File: src/design/tcu_pkg.sv
// Register map, field layouts and reset values of the capture/compare timer
package tcu_pkg;
   localparam int TCU_ADDR_W = 11;
   localparam int TCU_UNITS = 5;
   // Printed offsets are register indices; byte address is four times the index
   localparam logic [8:0] TCU_IDX_VECTOR = 9'h12e;
   localparam logic [8:0] TCU_IDX_TIMER_CTL = 9'h160;
   localparam logic [8:0] TCU_IDX_UNIT0_CTL = 9'h162;
   localparam logic [8:0] TCU_IDX_UNIT1_CTL = 9'h164;
   localparam logic [8:0] TCU_IDX_UNIT2_CTL = 9'h166;
   localparam logic [8:0] TCU_IDX_UNIT3_CTL = 9'h168;
   localparam logic [8:0] TCU_IDX_UNIT4_CTL = 9'h16a;
   localparam logic [8:0] TCU_IDX_COUNT = 9'h170;
   localparam logic [8:0] TCU_IDX_UNIT0_VAL = 9'h172;
   localparam logic [8:0] TCU_IDX_UNIT1_VAL = 9'h174;
   localparam logic [8:0] TCU_IDX_UNIT2_VAL = 9'h176;
   localparam logic [8:0] TCU_IDX_UNIT3_VAL = 9'h178;
   localparam logic [8:0] TCU_IDX_UNIT4_VAL = 9'h17a;
   // Clock source select codes
   localparam logic [1:0] TCU_SRC_EXT_PIN = 2'h0;
   localparam logic [1:0] TCU_SRC_AUX = 2'h1;
   // Counting modes
   localparam logic [1:0] TCU_MODE_STOP = 2'h0;
   localparam logic [1:0] TCU_MODE_UP = 2'h1;
   localparam logic [1:0] TCU_MODE_CONT = 2'h2;
   localparam logic [1:0] TCU_MODE_UPDOWN = 2'h3;
   // Capture input select codes
   localparam logic [1:0] TCU_CIS_EVENT = 2'h0;
   localparam logic [1:0] TCU_CIS_AUX = 2'h1;
   // Capture edge codes
   localparam logic [1:0] TCU_EDGE_RISE = 2'h1;
   localparam logic [1:0] TCU_EDGE_FALL = 2'h2;
   localparam logic [1:0] TCU_EDGE_BOTH = 2'h3;
   // Vector word values for the shared events
   localparam logic [15:0] TCU_VEC_NONE = 16'h0000;
   localparam logic [15:0] TCU_VEC_STEP = 16'h0002;
   localparam logic [15:0] TCU_VEC_OVERFLOW = 16'h000a;
   // Reset values
   localparam logic [15:0] TCU_TIMER_CTL_RST = 16'h0000;
   localparam logic [15:0] TCU_UNIT_CTL_RST = 16'h0000;
   localparam logic [15:0] TCU_COUNT_RST = 16'h0000;
   localparam logic [15:0] TCU_UNIT_VAL_RST = 16'h0000;

   typedef struct packed {
      logic [5:0] rsvd;        // 15:10
      logic [1:0] clk_src;     // 9:8
      logic [1:0] divider;     // 7:6
      logic [1:0] mode;        // 5:4
      logic rsvd3;             // 3
      logic clear;             // 2, self clearing
      logic ovf_ie;            // 1
      logic ovf_flag;          // 0
   } tcu_timer_ctl_t;

   typedef struct packed {
      logic [1:0] cap_edge;    // 15:14
      logic [1:0] cap_sel;     // 13:12 capture_input_select
      logic [2:0] rsvd;        // 11:9
      logic cap_mode;          // 8
      logic [2:0] out_mode;    // 7:5
      logic ie;                // 4
      logic cap_in;            // 3, read only
      logic out_bit;           // 2
      logic cap_ovf;           // 1
      logic flag;              // 0
   } tcu_unit_ctl_t;

   typedef struct packed {
      logic psel;
      logic penable;
      logic pwrite;
      logic [TCU_ADDR_W-1:0] paddr;
      logic [31:0] pwdata;
   } tcu_apb_req_t;
endpackage : tcu_pkg

File: src/design/tcu_timer.sv
// 16-bit timer with five capture/compare units behind an APB slave
//
// Local design decision: the APB register port.
`timescale 1ns/1ns
module tcu_timer (
   input wire logic pclk,                                 // APB and timer clock
   input wire logic presetn,                              // Asynchronous reset
   input wire tcu_pkg::tcu_apb_req_t apb_req,             // APB request
   output logic [31:0] prdata,                            // Read data
   output logic pready,                                   // Always ready in access
   output logic pslverr,                                  // Unmapped or unaligned
   input wire logic external_timer_clock_pin,             // External timer clock
   input wire logic aux_clock,                            // Auxiliary clock
   input wire logic [tcu_pkg::TCU_UNITS-1:0] event_in,    // Capture event inputs
   output logic [tcu_pkg::TCU_UNITS-1:0] unit_out,        // Output stage pins
   output logic irq_unit0,                                // Unit 0 interrupt
   output logic irq_shared                                // Shared interrupt
);
   import tcu_pkg::*;

   localparam int N = TCU_UNITS;

   tcu_timer_ctl_t tctl_reg;
   tcu_unit_ctl_t uctl_reg [N];
   logic [15:0] val_reg [N];
   logic [15:0] count_reg;
   logic [15:0] count_next;
   logic down_reg;
   logic down_next;
   logic [2:0] div_reg;
   logic [N-1:0] out_reg;
   logic [31:0] prdata_reg;

   logic [1:0] ext_sync;
   logic [1:0] aux_sync;
   logic [N-1:0] evt_s1;
   logic [N-1:0] evt_s2;
   logic ext_prev;
   logic aux_prev;
   logic [N-1:0] cap_prev;

   logic src_tick;
   logic tick;
   logic wrap;
   logic [N-1:0] cap_sig;
   logic [N-1:0] cap_evt;
   logic [N-1:0] equ;
   logic [N:1] pend;
   logic [15:0] vector;
   logic wr;
   logic rd;
   logic setup;
   logic [8:0] idx;
   logic hit;

   // Returns the unit whose register of the given base lies at idx, or N if none
   function automatic int unsigned unit_at(input logic [8:0] base, input logic [8:0] a);
      int unsigned u;
      u = N;
      for (int k = 0; k < N; k++) begin
         if (a == base + 9'(2 * k)) begin
            u = k;
         end
      end
      return u;
   endfunction : unit_at

   // Output stage response to compare events of this unit and of unit 0
   function automatic logic out_step(input logic [2:0] m, input logic ob, input logic cur,
                                     input logic eq, input logic eq0);
      logic r;
      r = cur;
      case (m)
         3'h0: r = ob;
         3'h1: r = eq ? 1'b1 : cur;
         3'h2: r = eq0 ? 1'b0 : (eq ? ~cur : cur);
         3'h3: r = eq0 ? 1'b0 : (eq ? 1'b1 : cur);
         3'h4: r = eq ? ~cur : cur;
         3'h5: r = eq ? 1'b0 : cur;
         3'h6: r = eq0 ? 1'b1 : (eq ? ~cur : cur);
         3'h7: r = eq0 ? 1'b1 : (eq ? 1'b0 : cur);
         default: r = cur;
      endcase
      return r;
   endfunction : out_step

   // APB decode
   assign setup = apb_req.psel && !apb_req.penable;
   assign wr = apb_req.psel && apb_req.penable && apb_req.pwrite && hit;
   assign rd = apb_req.psel && apb_req.penable && !apb_req.pwrite && hit;
   assign idx = apb_req.paddr[TCU_ADDR_W-1:2];

   always_comb begin
      hit = 1'b0;
      if (apb_req.paddr[1:0] == 2'b00) begin
         hit = (idx == TCU_IDX_VECTOR) || (idx == TCU_IDX_TIMER_CTL)
            || (idx == TCU_IDX_COUNT) || (unit_at(TCU_IDX_UNIT0_CTL, idx) != N)
            || (unit_at(TCU_IDX_UNIT0_VAL, idx) != N);
      end
   end

   assign pready = 1'b1;
   assign pslverr = apb_req.psel && apb_req.penable && !hit;
   assign prdata = prdata_reg;

   // Pin synchronisers; only the second stage is read by logic
   always_ff @(posedge pclk or negedge presetn) begin
      if (!presetn) begin
         ext_sync <= 2'b00;
         aux_sync <= 2'b00;
         evt_s1 <= '0;
         evt_s2 <= '0;
      end else begin
         ext_sync <= {ext_sync[0], external_timer_clock_pin};
         aux_sync <= {aux_sync[0], aux_clock};
         evt_s1 <= event_in;
         evt_s2 <= evt_s1;
      end
   end

   always_ff @(posedge pclk or negedge presetn) begin
      if (!presetn) begin
         ext_prev <= 1'b0;
         aux_prev <= 1'b0;
      end else begin
         ext_prev <= ext_sync[1];
         aux_prev <= aux_sync[1];
      end
   end

   // Source clock select, then prescaler
   always_comb begin
      case (tctl_reg.clk_src)
         TCU_SRC_EXT_PIN: src_tick = ext_sync[1] && !ext_prev;
         TCU_SRC_AUX: src_tick = aux_sync[1] && !aux_prev;
         default: src_tick = 1'b1;
      endcase
   end

   // Stopped mode freezes the prescaler too, so no count advances
   always_ff @(posedge pclk or negedge presetn) begin
      if (!presetn) begin
         div_reg <= 3'h0;
      end else if (tctl_reg.clear) begin
         div_reg <= 3'h0;
      end else if (src_tick && tctl_reg.mode != TCU_MODE_STOP) begin
         div_reg <= div_reg + 3'h1;
      end
   end

   always_comb begin
      case (tctl_reg.divider)
         2'h0: tick = 1'b1;
         2'h1: tick = div_reg[0];
         2'h2: tick = &div_reg[1:0];
         default: tick = &div_reg;
      endcase
      tick = tick && src_tick && tctl_reg.mode != TCU_MODE_STOP;
   end

   // Counter next state; up mode wraps at the unit 0 value, continuous mode at ffff
   always_comb begin
      count_next = count_reg;
      down_next = down_reg;
      wrap = 1'b0;
      if (tick) begin
         case (tctl_reg.mode)
            TCU_MODE_UP: begin
               if (count_reg >= val_reg[0]) begin
                  count_next = 16'h0000;
                  wrap = 1'b1;
               end else begin
                  count_next = count_reg + 16'h0001;
               end
            end
            TCU_MODE_CONT: begin
               count_next = count_reg + 16'h0001;
               wrap = (count_reg == 16'hffff);
            end
            TCU_MODE_UPDOWN: begin
               if (!down_reg) begin
                  if (count_reg >= val_reg[0]) begin
                     down_next = 1'b1;
                     count_next = count_reg - 16'h0001;
                     wrap = (count_reg == 16'h0000);
                  end else begin
                     count_next = count_reg + 16'h0001;
                  end
               end else if (count_reg == 16'h0001 || count_reg == 16'h0000) begin
                  count_next = 16'h0000;
                  down_next = 1'b0;
                  wrap = 1'b1;
               end else begin
                  count_next = count_reg - 16'h0001;
               end
            end
            default: count_next = count_reg;
         endcase
      end
   end

   // One counter shared by all units
   always_ff @(posedge pclk or negedge presetn) begin
      if (!presetn) begin
         count_reg <= TCU_COUNT_RST;
         down_reg <= 1'b0;
      end else if (wr && idx == TCU_IDX_COUNT) begin
         count_reg <= apb_req.pwdata[15:0];
      end else if (tctl_reg.clear) begin
         count_reg <= TCU_COUNT_RST;
         down_reg <= 1'b0;
      end else begin
         count_reg <= count_next;
         down_reg <= down_next;
      end
   end

   // Capture source and edge detection per unit
   always_comb begin
      for (int i = 0; i < N; i++) begin
         case (uctl_reg[i].cap_sel)
            TCU_CIS_EVENT: cap_sig[i] = evt_s2[i];
            TCU_CIS_AUX: cap_sig[i] = aux_sync[1];
            default: cap_sig[i] = uctl_reg[i].cap_sel[0];
         endcase
         case (uctl_reg[i].cap_edge)
            TCU_EDGE_RISE: cap_evt[i] = cap_sig[i] && !cap_prev[i];
            TCU_EDGE_FALL: cap_evt[i] = !cap_sig[i] && cap_prev[i];
            TCU_EDGE_BOTH: cap_evt[i] = cap_sig[i] != cap_prev[i];
            default: cap_evt[i] = 1'b0;
         endcase
         cap_evt[i] = cap_evt[i] && uctl_reg[i].cap_mode;
         equ[i] = tick && !uctl_reg[i].cap_mode && count_next == val_reg[i];
      end
   end

   always_ff @(posedge pclk or negedge presetn) begin
      if (!presetn) begin
         cap_prev <= '0;
      end else begin
         cap_prev <= cap_sig;
      end
   end

   // Shared vector: unit 1 highest, overflow lowest; even values suit a jump table
   always_comb begin
      for (int i = 1; i < N; i++) begin
         pend[i] = uctl_reg[i].flag && uctl_reg[i].ie;
      end
      pend[N] = tctl_reg.ovf_flag && tctl_reg.ovf_ie;
      vector = TCU_VEC_NONE;
      for (int i = N; i >= 1; i--) begin
         if (pend[i]) begin
            vector = (i == N) ? TCU_VEC_OVERFLOW : 16'(i) * TCU_VEC_STEP;
         end
      end
   end

   assign irq_unit0 = uctl_reg[0].flag && uctl_reg[0].ie;
   assign irq_shared = |pend;

   // Timer control; hardware set of the overflow flag wins over software clear
   always_ff @(posedge pclk or negedge presetn) begin
      if (!presetn) begin
         tctl_reg <= TCU_TIMER_CTL_RST;
      end else begin
         if (wr && idx == TCU_IDX_TIMER_CTL) begin
            tctl_reg <= tcu_timer_ctl_t'(apb_req.pwdata[15:0]);
            tctl_reg.rsvd <= '0;
            tctl_reg.rsvd3 <= 1'b0;
         end else begin
            tctl_reg.clear <= 1'b0;
            // Clear the event that software was shown, not one raised since setup
            if (rd && idx == TCU_IDX_VECTOR && prdata_reg[15:0] == TCU_VEC_OVERFLOW) begin
               tctl_reg.ovf_flag <= 1'b0;
            end
         end
         if (wrap && !tctl_reg.clear) begin
            tctl_reg.ovf_flag <= 1'b1;
         end
      end
   end

   // Unit control and value registers; capture and compare events win over clears
   always_ff @(posedge pclk or negedge presetn) begin
      if (!presetn) begin
         for (int i = 0; i < N; i++) begin
            uctl_reg[i] <= TCU_UNIT_CTL_RST;
            val_reg[i] <= TCU_UNIT_VAL_RST;
         end
      end else begin
         for (int i = 0; i < N; i++) begin
            uctl_reg[i].cap_in <= cap_sig[i];
            if (wr && unit_at(TCU_IDX_UNIT0_CTL, idx) == i) begin
               uctl_reg[i] <= tcu_unit_ctl_t'(apb_req.pwdata[15:0]);
               uctl_reg[i].rsvd <= '0;
               uctl_reg[i].cap_in <= cap_sig[i];
            end else if (rd && idx == TCU_IDX_VECTOR && i != 0
                         && prdata_reg[15:0] == 16'(i) * TCU_VEC_STEP) begin
               uctl_reg[i].flag <= 1'b0;
            end
            if (wr && unit_at(TCU_IDX_UNIT0_VAL, idx) == i) begin
               val_reg[i] <= apb_req.pwdata[15:0];
            end
            if (cap_evt[i]) begin
               val_reg[i] <= count_reg;
               uctl_reg[i].flag <= 1'b1;
               // A second capture before software cleared the flag loses data
               if (uctl_reg[i].flag) begin
                  uctl_reg[i].cap_ovf <= 1'b1;
               end
            end
            if (equ[i]) begin
               uctl_reg[i].flag <= 1'b1;
            end
         end
      end
   end

   // Output stages
   always_ff @(posedge pclk or negedge presetn) begin
      if (!presetn) begin
         out_reg <= '0;
      end else begin
         for (int i = 0; i < N; i++) begin
            out_reg[i] <= out_step(uctl_reg[i].out_mode, uctl_reg[i].out_bit, out_reg[i],
                                   equ[i], equ[0]);
         end
      end
   end

   assign unit_out = out_reg;

   // Read data is latched in the setup cycle so prdata comes from a flip-flop
   // Refused reads, unaligned ones included, leave it at zero
   always_ff @(posedge pclk or negedge presetn) begin
      if (!presetn) begin
         prdata_reg <= 32'h0000_0000;
      end else if (setup && !apb_req.pwrite) begin
         prdata_reg <= 32'h0000_0000;
         if (hit && idx == TCU_IDX_VECTOR) begin
            prdata_reg[15:0] <= vector;
         end else if (hit && idx == TCU_IDX_TIMER_CTL) begin
            prdata_reg[15:0] <= tctl_reg;
         end else if (hit && idx == TCU_IDX_COUNT) begin
            prdata_reg[15:0] <= count_reg;
         end else if (hit) begin
            for (int i = 0; i < N; i++) begin
               if (unit_at(TCU_IDX_UNIT0_CTL, idx) == i) begin
                  prdata_reg[15:0] <= uctl_reg[i];
               end
               if (unit_at(TCU_IDX_UNIT0_VAL, idx) == i) begin
                  prdata_reg[15:0] <= val_reg[i];
               end
            end
         end
      end
   end
endmodule : tcu_timer

File: config.mk
export PLATFORM = sky130hd
export DESIGN_NAME = tcu_timer
export DESIGN_NICKNAME = d
export VERILOG_FILES = /design/src/design/tcu_pkg.sv /design/src/design/tcu_timer.sv
export SDC_FILE = /design/constraint.sdc
export NUM_CORES = 1
export LEC_CHECK = 0
export BUFFER_PORTS_ARGS = -buffer_cell sky130_fd_sc_hd__buf_2
export CELL_PAD_IN_SITES_DETAIL_PLACEMENT = 1
export CELL_PAD_IN_SITES_GLOBAL_PLACEMENT = 1
export CORE_ASPECT_RATIO = 1.4
export CORE_MARGIN = 3
export CORE_UTILIZATION = 49
export CTS_BUF_LIST = sky130_fd_sc_hd__clkbuf_4
export DETAILED_ROUTE_END_ITERATION = 8
export HOLD_SLACK_MARGIN = 0.06
export PLACE_DENSITY = 0.8
export SKIP_CTS_REPAIR_TIMING = 1
export SYNTH_ARGS = -nofsm -noshare
export SYNTH_HDL_FRONTEND = slang
export SYNTH_SLANG_ARGS = --single-unit
File: constraint.sdc
create_clock -name pclk -period 6.33 [get_ports pclk]
set_input_delay 1.266 -clock pclk [delete_from_list [all_inputs] [get_ports pclk]]
set_output_delay 1.266 -clock pclk [all_outputs]
set_load 0.005 [all_outputs]
; Word-level counts from Yosys, hierarchy flattened
; Index checks and enable logic that the tools add are counted.
[totals]
out_inout_bits = 41
input_bits = 55
regBits = 216
elab_cells = 476
[op_classes]
bitwise = 6
addsub = 3
magnitude_cmp = 1
eq_ne = 112
n_mux = 153
reduce_logical = 132
[op_table]
columns = cell, n
row1 = 32-bit 2-to-1 mux, 19
row2 = 16-bit 2-to-1 mux, 35
row3 = 32-bit by 2-bit equality test with 1-bit output (second input constant), 8
row4 = 32-bit by 1-bit equality test with 1-bit output (second input constant), 4
row5 = 32-bit by 3-bit equality test with 1-bit output (second input constant), 4
row6 = 32-bit logical NOT, 4
row7 = 9-bit equality test (second input constant), 13
row8 = 16-bit equality test, 5
row9 = 1-bit 2-to-1 mux, 68
row10 = 1-bit logical AND, 66
row11 = 32-bit by 3-bit inequality test with 1-bit output (second input constant), 2
row12 = 3-bit equality test (second input constant), 20
row13 = 16-bit one-hot mux with 3 select lines, 1
row14 = 16-bit by 3-bit equality test with 1-bit output (second input constant), 2
row15 = 16-bit by 4-bit equality test with 1-bit output (second input constant), 2
row16 = 1-bit one-hot mux with 8 select lines, 4
row17 = 3-bit by 2-bit equality test with 1-bit output (second input constant), 10
row18 = 2-bit by 1-bit equality test with 1-bit output (second input constant), 13
row19 = 2-bit equality test (second input constant), 13
row20 = 1-bit logical NOT, 21
row21 = 1-bit one-hot mux with 3 select lines, 7
row22 = 2-bit nonzero test, 9
row23 = 16-bit by 1-bit adder with 16-bit output (second input constant), 1
row24 = 16-bit by 1-bit equality test with 1-bit output (second input constant), 1
row25 = other kinds (25), 75

; Depth between registers and ports, before layout
; Gate-level depths: netlist of run 1.
[depth]
word_depth = 31
ltp_mapped = 22
mapped_depth_nobuf = 19

; Worst setup path after synthesis of run 1
; No wires, ideal clock.
[synth_timing]
path_type = register -> register
start = register count_reg[0]
end = register out_reg[1] (netlist: unit_out[1])
path_slack_ps = 1806
n_path_buf = 1
stages_incl_launch_ff = 17
synth_period_minus_slack_ps = 4524
arrival_ps = 4398
setup_time_ps = 126
path_cell_list = dfrtp_1 clkbuf_1 inv_1 ha_1 nor3b_1 o21ai_0 a31o_2 o21ai_1 o21ai_0 a221oi_2 xor2_1 nand4_1 or4_1 ha_1 mux4_2 inv_1 o22ai_1
[synth_between]
elab_chain_cells = 11
elab_cells_between_ends = 24
classes_between = add/sub: 2 / order compare: 1 / eq/ne: 3 / mux: 14 / reduce/logical: 4
[synth_rtl]
columns = element, line
row1 = start: declaration, tcu_timer.sv:26  ; logic [15:0] count_reg;
row2 = start signal: assignment, tcu_timer.sv:208  ; count_reg <= apb_req.pwdata[15:0];
row3 = start signal: assignment, tcu_timer.sv:213  ; count_reg <= count_next;
row4 = "parallel branches: the longest is 5 deep, another holds 16-bit by 1-bit adder with 16-bit output", n/a
row5 = 16-bit 2-to-1 mux (*), tcu_timer.sv:166  ; if (tick) begin
row6 = 16-bit equality test, tcu_timer.sv:233  ; equ[i] = tick && !uctl_reg[i].cap_mode && count_next == val_reg[i];
row7 = 1-bit logical AND, tcu_timer.sv:233
row8 = 1-bit 2-to-1 mux, n/a
row9 = 1-bit 2-to-1 mux (on tied branches), n/a
row10 = 1-bit one-hot mux with 8 select lines (*), tcu_timer.sv:73  ; case (m)
row11 = end signal: indexed assignment, tcu_timer.sv:326  ; out_reg[i] <= out_step(uctl_reg[i].out_mode, uctl_reg[i].out_bit, out_reg[i],
row12 = end: declaration, tcu_timer.sv:31  ; logic [N-1:0] out_reg;
; Mark *: on every way between the ends.
; A chain may end at the register's enable or synchronous reset.

; Worst setup path after layout of run 1
[layout_timing]
start = register count_reg[11]
end = register out_reg[3] (netlist: unit_out[3])
; Same word-level chain as after synthesis.

==> results of run 1 <==
layer usage:
layer	vias to the layer above	global-route usage	share of wire
met5	-	0	0
met3	265	0.06344	0.070
met2	734	0.6190	0.49
met4	0	0.2738	0.087
met1	6589	0.4054	0.35
li1	5638	-	-
power groups by stage:
stage          Combinational (mW)  Sequential, mW  Clock (mW)
6_report                    0.743            1.44        1.17
5_1_grt                     0.787            1.44        1.25
4_1_cts                     0.723            1.43        1.19
3_5_place_dp                0.718            1.46           0
3_3_place_gp                0.698            1.46           0
2_1_floorplan               0.441            1.44           0
worst reg2reg max path, stage by stage, from the launching register on:
cell and delay [ns]:
dfrtp_1 0.61, or4_4 0.68, nor4_4 0.52, nand3_1 0.38
and2_1 0.42, a21boi_0 0.21, a211oi_2 0.77, xnor2_1 0.13
nor4_1 0.30, nand4_1 0.12, nand4b_1 0.42, ha_1 0.42
nand2b_1 0.10, nand2_1 0.06, a21o_1 0.19, o32a_1 0.15
o22a_1 0.17
metrics by stage:
| step | cell area (um^2) | util | hold WS [ns] | total power [mW] |
|---|---|---|---|---|
| after floorplan | 13840 | - | 0.3312 | 1.879 |
| after global placement | 14550 | 0.5259 | 0.3326 | 2.155 |
| after detailed placement | 14550 | 0.5259 | 0.3363 | 2.178 |
| after CTS | 15200 | 0.5496 | 0.3472 | 3.348 |
| after global routing | 15200 | 0.5497 | 0.3498 | 3.480 |
| final | 15200 | 0.5497 | 0.3425 | 3.349 |
kinds of logic after synthesis:
| kind of cell | count (synthesis) | share of synthesized area |
|---|---|---|
| compound gates | 396 | 0.1978 |
| flops | 211 | 0.3831 |
| xor+xnor | 78 | 0.04957 |
| buf+inv | 175 | 0.05329 |
| mux | 154 | 0.1177 |
| simple gates | 448 | 0.1616 |
| fa+ha+maj | 40 | 0.03631 |
| other cells | 2 | 0.0005449 |
area by class of cell:
| class | instances | area, um^2 |
|---|---|---|
| Antenna cell | 1 | 2.502 |
| Clock buffer | 76 | 570.5 |
| Clock inverter | 15 | 85.08 |
| Fill cell | 3265 | 12450 |
| Inverter | 49 | 183.9 |
| Multi-Input combinational cell | 1133 | 7885 |
| Sequential cell | 211 | 5280 |
| Tap cell | 370 | 462.9 |
| Timing Repair Buffer | 117 | 733.2 |
path summary, 6_finish.rpt:
check                         startpoint     endpoint  slack [ns]  depth (start not counted)
max                        count_reg[11]  unit_out[3]        0.58                         16
min                            evt_s1[0]    evt_s2[0]        0.34                          0
max reg2reg                count_reg[11]  unit_out[3]        0.58                         16
min reg2reg                    evt_s1[0]    evt_s2[0]        0.34                          0
max in group asynchronous        presetn  unit_out[2]        4.47                          2
min in group asynchronous        presetn   div_reg[0]        0.59                          1
cell usage in the layout (no fill, tap or decap), types with 10 or more instances in the layout:
master | netlist | final
and2_1 | 11 | 11
nand4_1 | 12 | 12
ha_1 | 40 | 40
mux2_2 | 55 | 55
dfrtp_1 | 211 | 211
clkinv_1 | 0 | 11
o22ai_1 | 10 | 10
a211oi_1 | 17 | 17
a222oi_1 | 30 | 30
and3_1 | 10 | 10
nor3_1 | 38 | 35
clkbuf_4 | 0 | 76
o211ai_1 | 10 | 10
buf_4 | 17 | 55
mux2i_1 | 98 | 98
xnor2_1 | 43 | 43
conb_1 | 2 | 17
inv_1 | 49 | 49
a21oi_1 | 49 | 44
a21o_1 | 12 | 12
a31oi_1 | 16 | 16
buf_2 | 4 | 61
nor2_1 | 69 | 68
nor4_1 | 21 | 19
nand3_1 | 29 | 29
nand2_1 | 173 | 173
a22o_1 | 14 | 14
xor2_1 | 35 | 35
o21ai_0 | 135 | 135
nand2b_1 | 14 | 14
==> impl_metrics.env, run 1 <==
export IMPL_status="finished clean"
export IMPL_place_gp_congestion=0.9985
export IMPL_cap_violations=0
export IMPL_grt_use_total=0.3640
export IMPL_clkPwrFrac=0.349
export IMPL_cp_end_kind="flip-flop"
export IMPL_via_count=13230
export IMPL_placedCellCount=1880
export IMPL_final_antenna_net_count=0
export IMPL_setup_violations=0
export IMPL_power_switching_mw=1.129
export IMPL_cts_clk_slew_worst_paths_ns=0.08
export IMPL_rsz0062_at_grt="false"
export IMPL_crit_chain="or4_4, nor4_4, nand3_1, and2_1, a21boi_0, a211oi_2, xnor2_1, nor4_1, nand4_1, nand4b_1, ha_1, nand2b_1, nand2_1, a21o_1, o32a_1, o22a_1"
export IMPL_max_freq_mhz=173.9
export IMPL_core_area_um2=27660
export IMPL_drc=0
export IMPL_clock_sinks=211
export IMPL_finalCritPeriodShare=0.9082
export IMPL_path_class="flip-flop to flip-flop"
export IMPL_layout_setup_ws_ns=0.5810
export IMPL_crit_required_ns=6.97
export IMPL_synth_top_area_frac=0.3831
export IMPL_synth_avg_cell_area_um2=9.164
export IMPL_synth_seq_cells=211
export IMPL_pwr_density_cell_nw_per_um2=220.3
export IMPL_detail_route_wl_per_cell_um=28.08
export IMPL_layout_cells_non_filler=1972
export IMPL_wl_um=55370
export IMPL_ys_types=89
export IMPL_leakage_nw=6.496
export IMPL_cp_start_kind="flip-flop"
export IMPL_yosys_area_top_type="dfrtp_1"
export IMPL_hold_viol=0
export IMPL_first_pass_iters=9
export IMPL_worst_path_max_delay_cell="a211oi_2"
export IMPL_grt_max_degree=114
export IMPL_die_area_um2=30200
export IMPL_initialDrtViolationCount=1487
export IMPL_portBuffers=62
export IMPL_setup_tns_ns=0
export IMPL_final_max_slew_viol_count=0
export IMPL_synthCells=1504
export IMPL_start_util=0.4983
export IMPL_synth_async_reset_ratio=1.000
export IMPL_min_period_ns=5.749
export IMPL_largest_reg_flops=80
export IMPL_critical_path_top_delay_family="simple AND/OR/NAND/NOR gates"
export IMPL_numCtsBuffers=51
export IMPL_clk_latency_ns=0.75
export IMPL_nNetsFinal=1658
export IMPL_floorplan_die_height_um=204.4
export IMPL_io_pins=96
export IMPL_p_comb_frac=0.222
export IMPL_synth_common_cells="dfrtp_1 (211), nand2_1 (173), o21ai_0 (135)"
export IMPL_p_int_mw=2.220
export IMPL_ir_drop_mv=0.1986
export IMPL_ys_warn_count=0
export IMPL_hp_class="flip-flop to flip-flop"
export IMPL_power_share_switching=0.3371
export IMPL_max_stage_delay_ns=0.77
export IMPL_synthToLayoutAreaGrowth_pct=10.31
export IMPL_root_buffer="clkbuf_4"
export IMPL_rows=72
export IMPL_synth_edff_count=0
export IMPL_relSlewSlack=0.1534
export IMPL_ctsLongestPathBuffers=3
export IMPL_grt_remaining_overflow=0
export IMPL_synthesis_area_um2=13780
export IMPL_place_ws_ns=0.7832
export IMPL_seqPwrFrac=0.429
export IMPL_antenna_found_initial=1
export IMPL_synth_most_common_cell="dfrtp_1"
export IMPL_crit_arrival_ns=6.39
export IMPL_fp_dieW_um=147.7
export IMPL_place_hpwl_um=40690
export IMPL_drive_gt1_frac=0.1880
export IMPL_cts_tree="yes"
export IMPL_vias_per_cell=6.707
export IMPL_crit_path_max_fanout=13
export IMPL_grt_first_pass_wirelength_um=83410
export IMPL_worst_slew_pin_transition_ns=1.270
export IMPL_cp_num_buf_inv=0
export IMPL_ys_seq_area_frac=0.3831
export IMPL_htreeDepth=2
export IMPL_ys_flop_type="dfrtp_1"
export IMPL_fin_skew_ns=0.06398
export IMPL_synth_area_leaders="dfrtp_1 (38%), mux2i_1 (7.1%), o21ai_0 (4.9%), nand2_1 (4.7%), mux2_2 (4.5%)"
export IMPL_grt_pass1_vias=14020
No activity file was read; power rests on OpenSTA's default activity.
==> run 2, diff against run 1 <==
Settings changed: REMOVE_ABC_BUFFERS from default to 1.
==> impl_metrics.env, run 2 (same netlist as run 1, synthesis figures left out) <==
export IMPL_largest_reg_flops=80
export IMPL_final_antenna_net_count=0
export IMPL_start_util=0.4983
export IMPL_hp_class="flip-flop to flip-flop"
export IMPL_place_hpwl_um=40260
export IMPL_power_switching_mw=1.137
export IMPL_wl_um=54980
export IMPL_ir_drop_mv=0.1088
export IMPL_p_comb_frac=0.214
export IMPL_seqPwrFrac=0.442
export IMPL_setup_violations=0
export IMPL_clock_sinks=211
export IMPL_synthToLayoutAreaGrowth_pct=10.41
export IMPL_fin_skew_ns=0.06890
export IMPL_crit_start="count_reg[10]"
export IMPL_holdWs_ns=0.3475
export IMPL_rsz0062_at_grt="false"
export IMPL_final_cell_mix="dfrtp_1 (211), nand2_1 (173), o21ai_0 (135), mux2i_1 (98), clkbuf_4 (77)"
export IMPL_htreeDepth=2
export IMPL_final_max_slew_viol_count=0
export IMPL_nNetsFinal=1662
export IMPL_finalCritPeriodShare=0.9220
export IMPL_crit_required_ns=6.94
export IMPL_max_freq_mhz=171.3
export IMPL_cts_clk_slew_worst_paths_ns=0.08
export IMPL_cp_end_kind="flip-flop"
export IMPL_cts_tree="yes"
export IMPL_cap_violations=0
export IMPL_grt_use_total=0.3616
export IMPL_initialDrtViolationCount=1222
export IMPL_leakage_nw=6.504
export IMPL_grt_pass1_vias=13980
export IMPL_first_pass_iters=8
export IMPL_portBuffers=62
export IMPL_setup_tns_ns=0
export IMPL_min_period_ns=5.836
export IMPL_relSlewSlack=0.1605
export IMPL_via_count=13170
export IMPL_power_share_switching=0.3424
export IMPL_clk_latency_ns=0.74
export IMPL_layout_cells_non_filler=1974
export IMPL_layout_commonest_cell="dfrtp_1"
export IMPL_detail_route_wl_per_cell_um=27.85
export IMPL_status="finished clean"
export IMPL_antenna_found_initial=1
export IMPL_floorplan_die_height_um=204.4
export IMPL_cp_start_kind="flip-flop"
export IMPL_crit_arrival_ns=6.45
export IMPL_fp_dieW_um=147.7
export IMPL_place_gp_congestion=0.9872
export IMPL_timing_rr_start="count_reg[10]"
export IMPL_power_mw=3.322
export IMPL_rows=72
export IMPL_drive_gt1_frac=0.1909
export IMPL_pwr_density_cell_nw_per_um2=218.3
export IMPL_grt_first_pass_wirelength_um=83080
export IMPL_core_area_um2=27660
export IMPL_root_buffer="clkbuf_4"
export IMPL_placedCellCount=1883
export IMPL_grt_remaining_overflow=0
export IMPL_vias_per_cell=6.670
export IMPL_drc=0
export IMPL_hold_start="evt_s1[0]"
export IMPL_path_class="flip-flop to flip-flop"
export IMPL_crit_path_max_fanout=14
export IMPL_grt_max_degree=167
export IMPL_p_int_mw=2.185
export IMPL_numCtsBuffers=52
export IMPL_io_pins=96
export IMPL_clkPwrFrac=0.344
export IMPL_hold_viol=0
export IMPL_worst_slew_pin_transition_ns=1.259
export IMPL_die_area_um2=30200
export IMPL_ctsLongestPathBuffers=3
## run 2: final timing paths
path	to	slack [ns]	depth (start not counted)
min in group asynchronous	uctl_reg[7]	0.43	1
worst max-delay path	unit_out[3]	0.49	17
max in group asynchronous	val_reg[14]	4.57	2
worst max register to register	unit_out[3]	0.49	17
worst min register to register	evt_s2[0]	0.35	0
worst min-delay path	evt_s2[0]	0.35	0
## run 2: critical path: stages, from the launching register on
cell and delay (ns):
dfrtp_1 0.61, or4_4 0.70, nor4_4 0.28, buf_4 0.19, nand3_1 0.31, and2_1 0.41, a21boi_0 0.20, a211oi_2 0.82
xnor2_1 0.19, nor4_1 0.33, nand4_1 0.14, nand4b_1 0.44, ha_1 0.43, nand2b_1 0.10, nand2_1 0.06, a21o_1 0.19
o32a_1 0.15, o22a_1 0.17
## run 2: power by group through the flow
stage	clock [mW]	combinational (mW)	sequential, mW
6_report	1.14	0.712	1.47
2_1_floorplan	0	0.354	1.49
3_3_place_gp	0	0.670	1.49
4_1_cts	1.16	0.698	1.46
5_1_grt	1.23	0.764	1.47
3_5_place_dp	0	0.692	1.49
## run 2: layout make-up
cell class / instances / area (um^2)
Inverter: 49 / 183.9
Sequential cell: 211 / 5280
Tap cell: 370 / 462.9
Timing Repair Buffer: 120 / 768.2
Multi-Input combinational cell: 1133 / 7890
Antenna cell: 1 / 2.502
Clock buffer: 77 / 578.1
Fill cell: 3254 / 12440
Clock inverter: 13 / 51.30
## run 2: per-stage QoR
stage	utilization	setup slack [ns]	instance area, um^2
final	0.5502	0.4937	15220
after global routing	0.5502	0.2791	15220
after CTS	0.5499	0.6497	15210
after detailed placement	0.5272	0.6483	14580
after global placement	0.5272	0.8913	14580
after floorplan	-	1.608	13290
## run 2: layer usage
metal,vias to the layer above,part of all wire,GRT usage
met5,-,0,0
met1,6595,0.36,0.4060
met2,672,0.49,0.6036
met3,250,0.064,0.05878
met4,0,0.092,0.2938
li1,5649,-,-
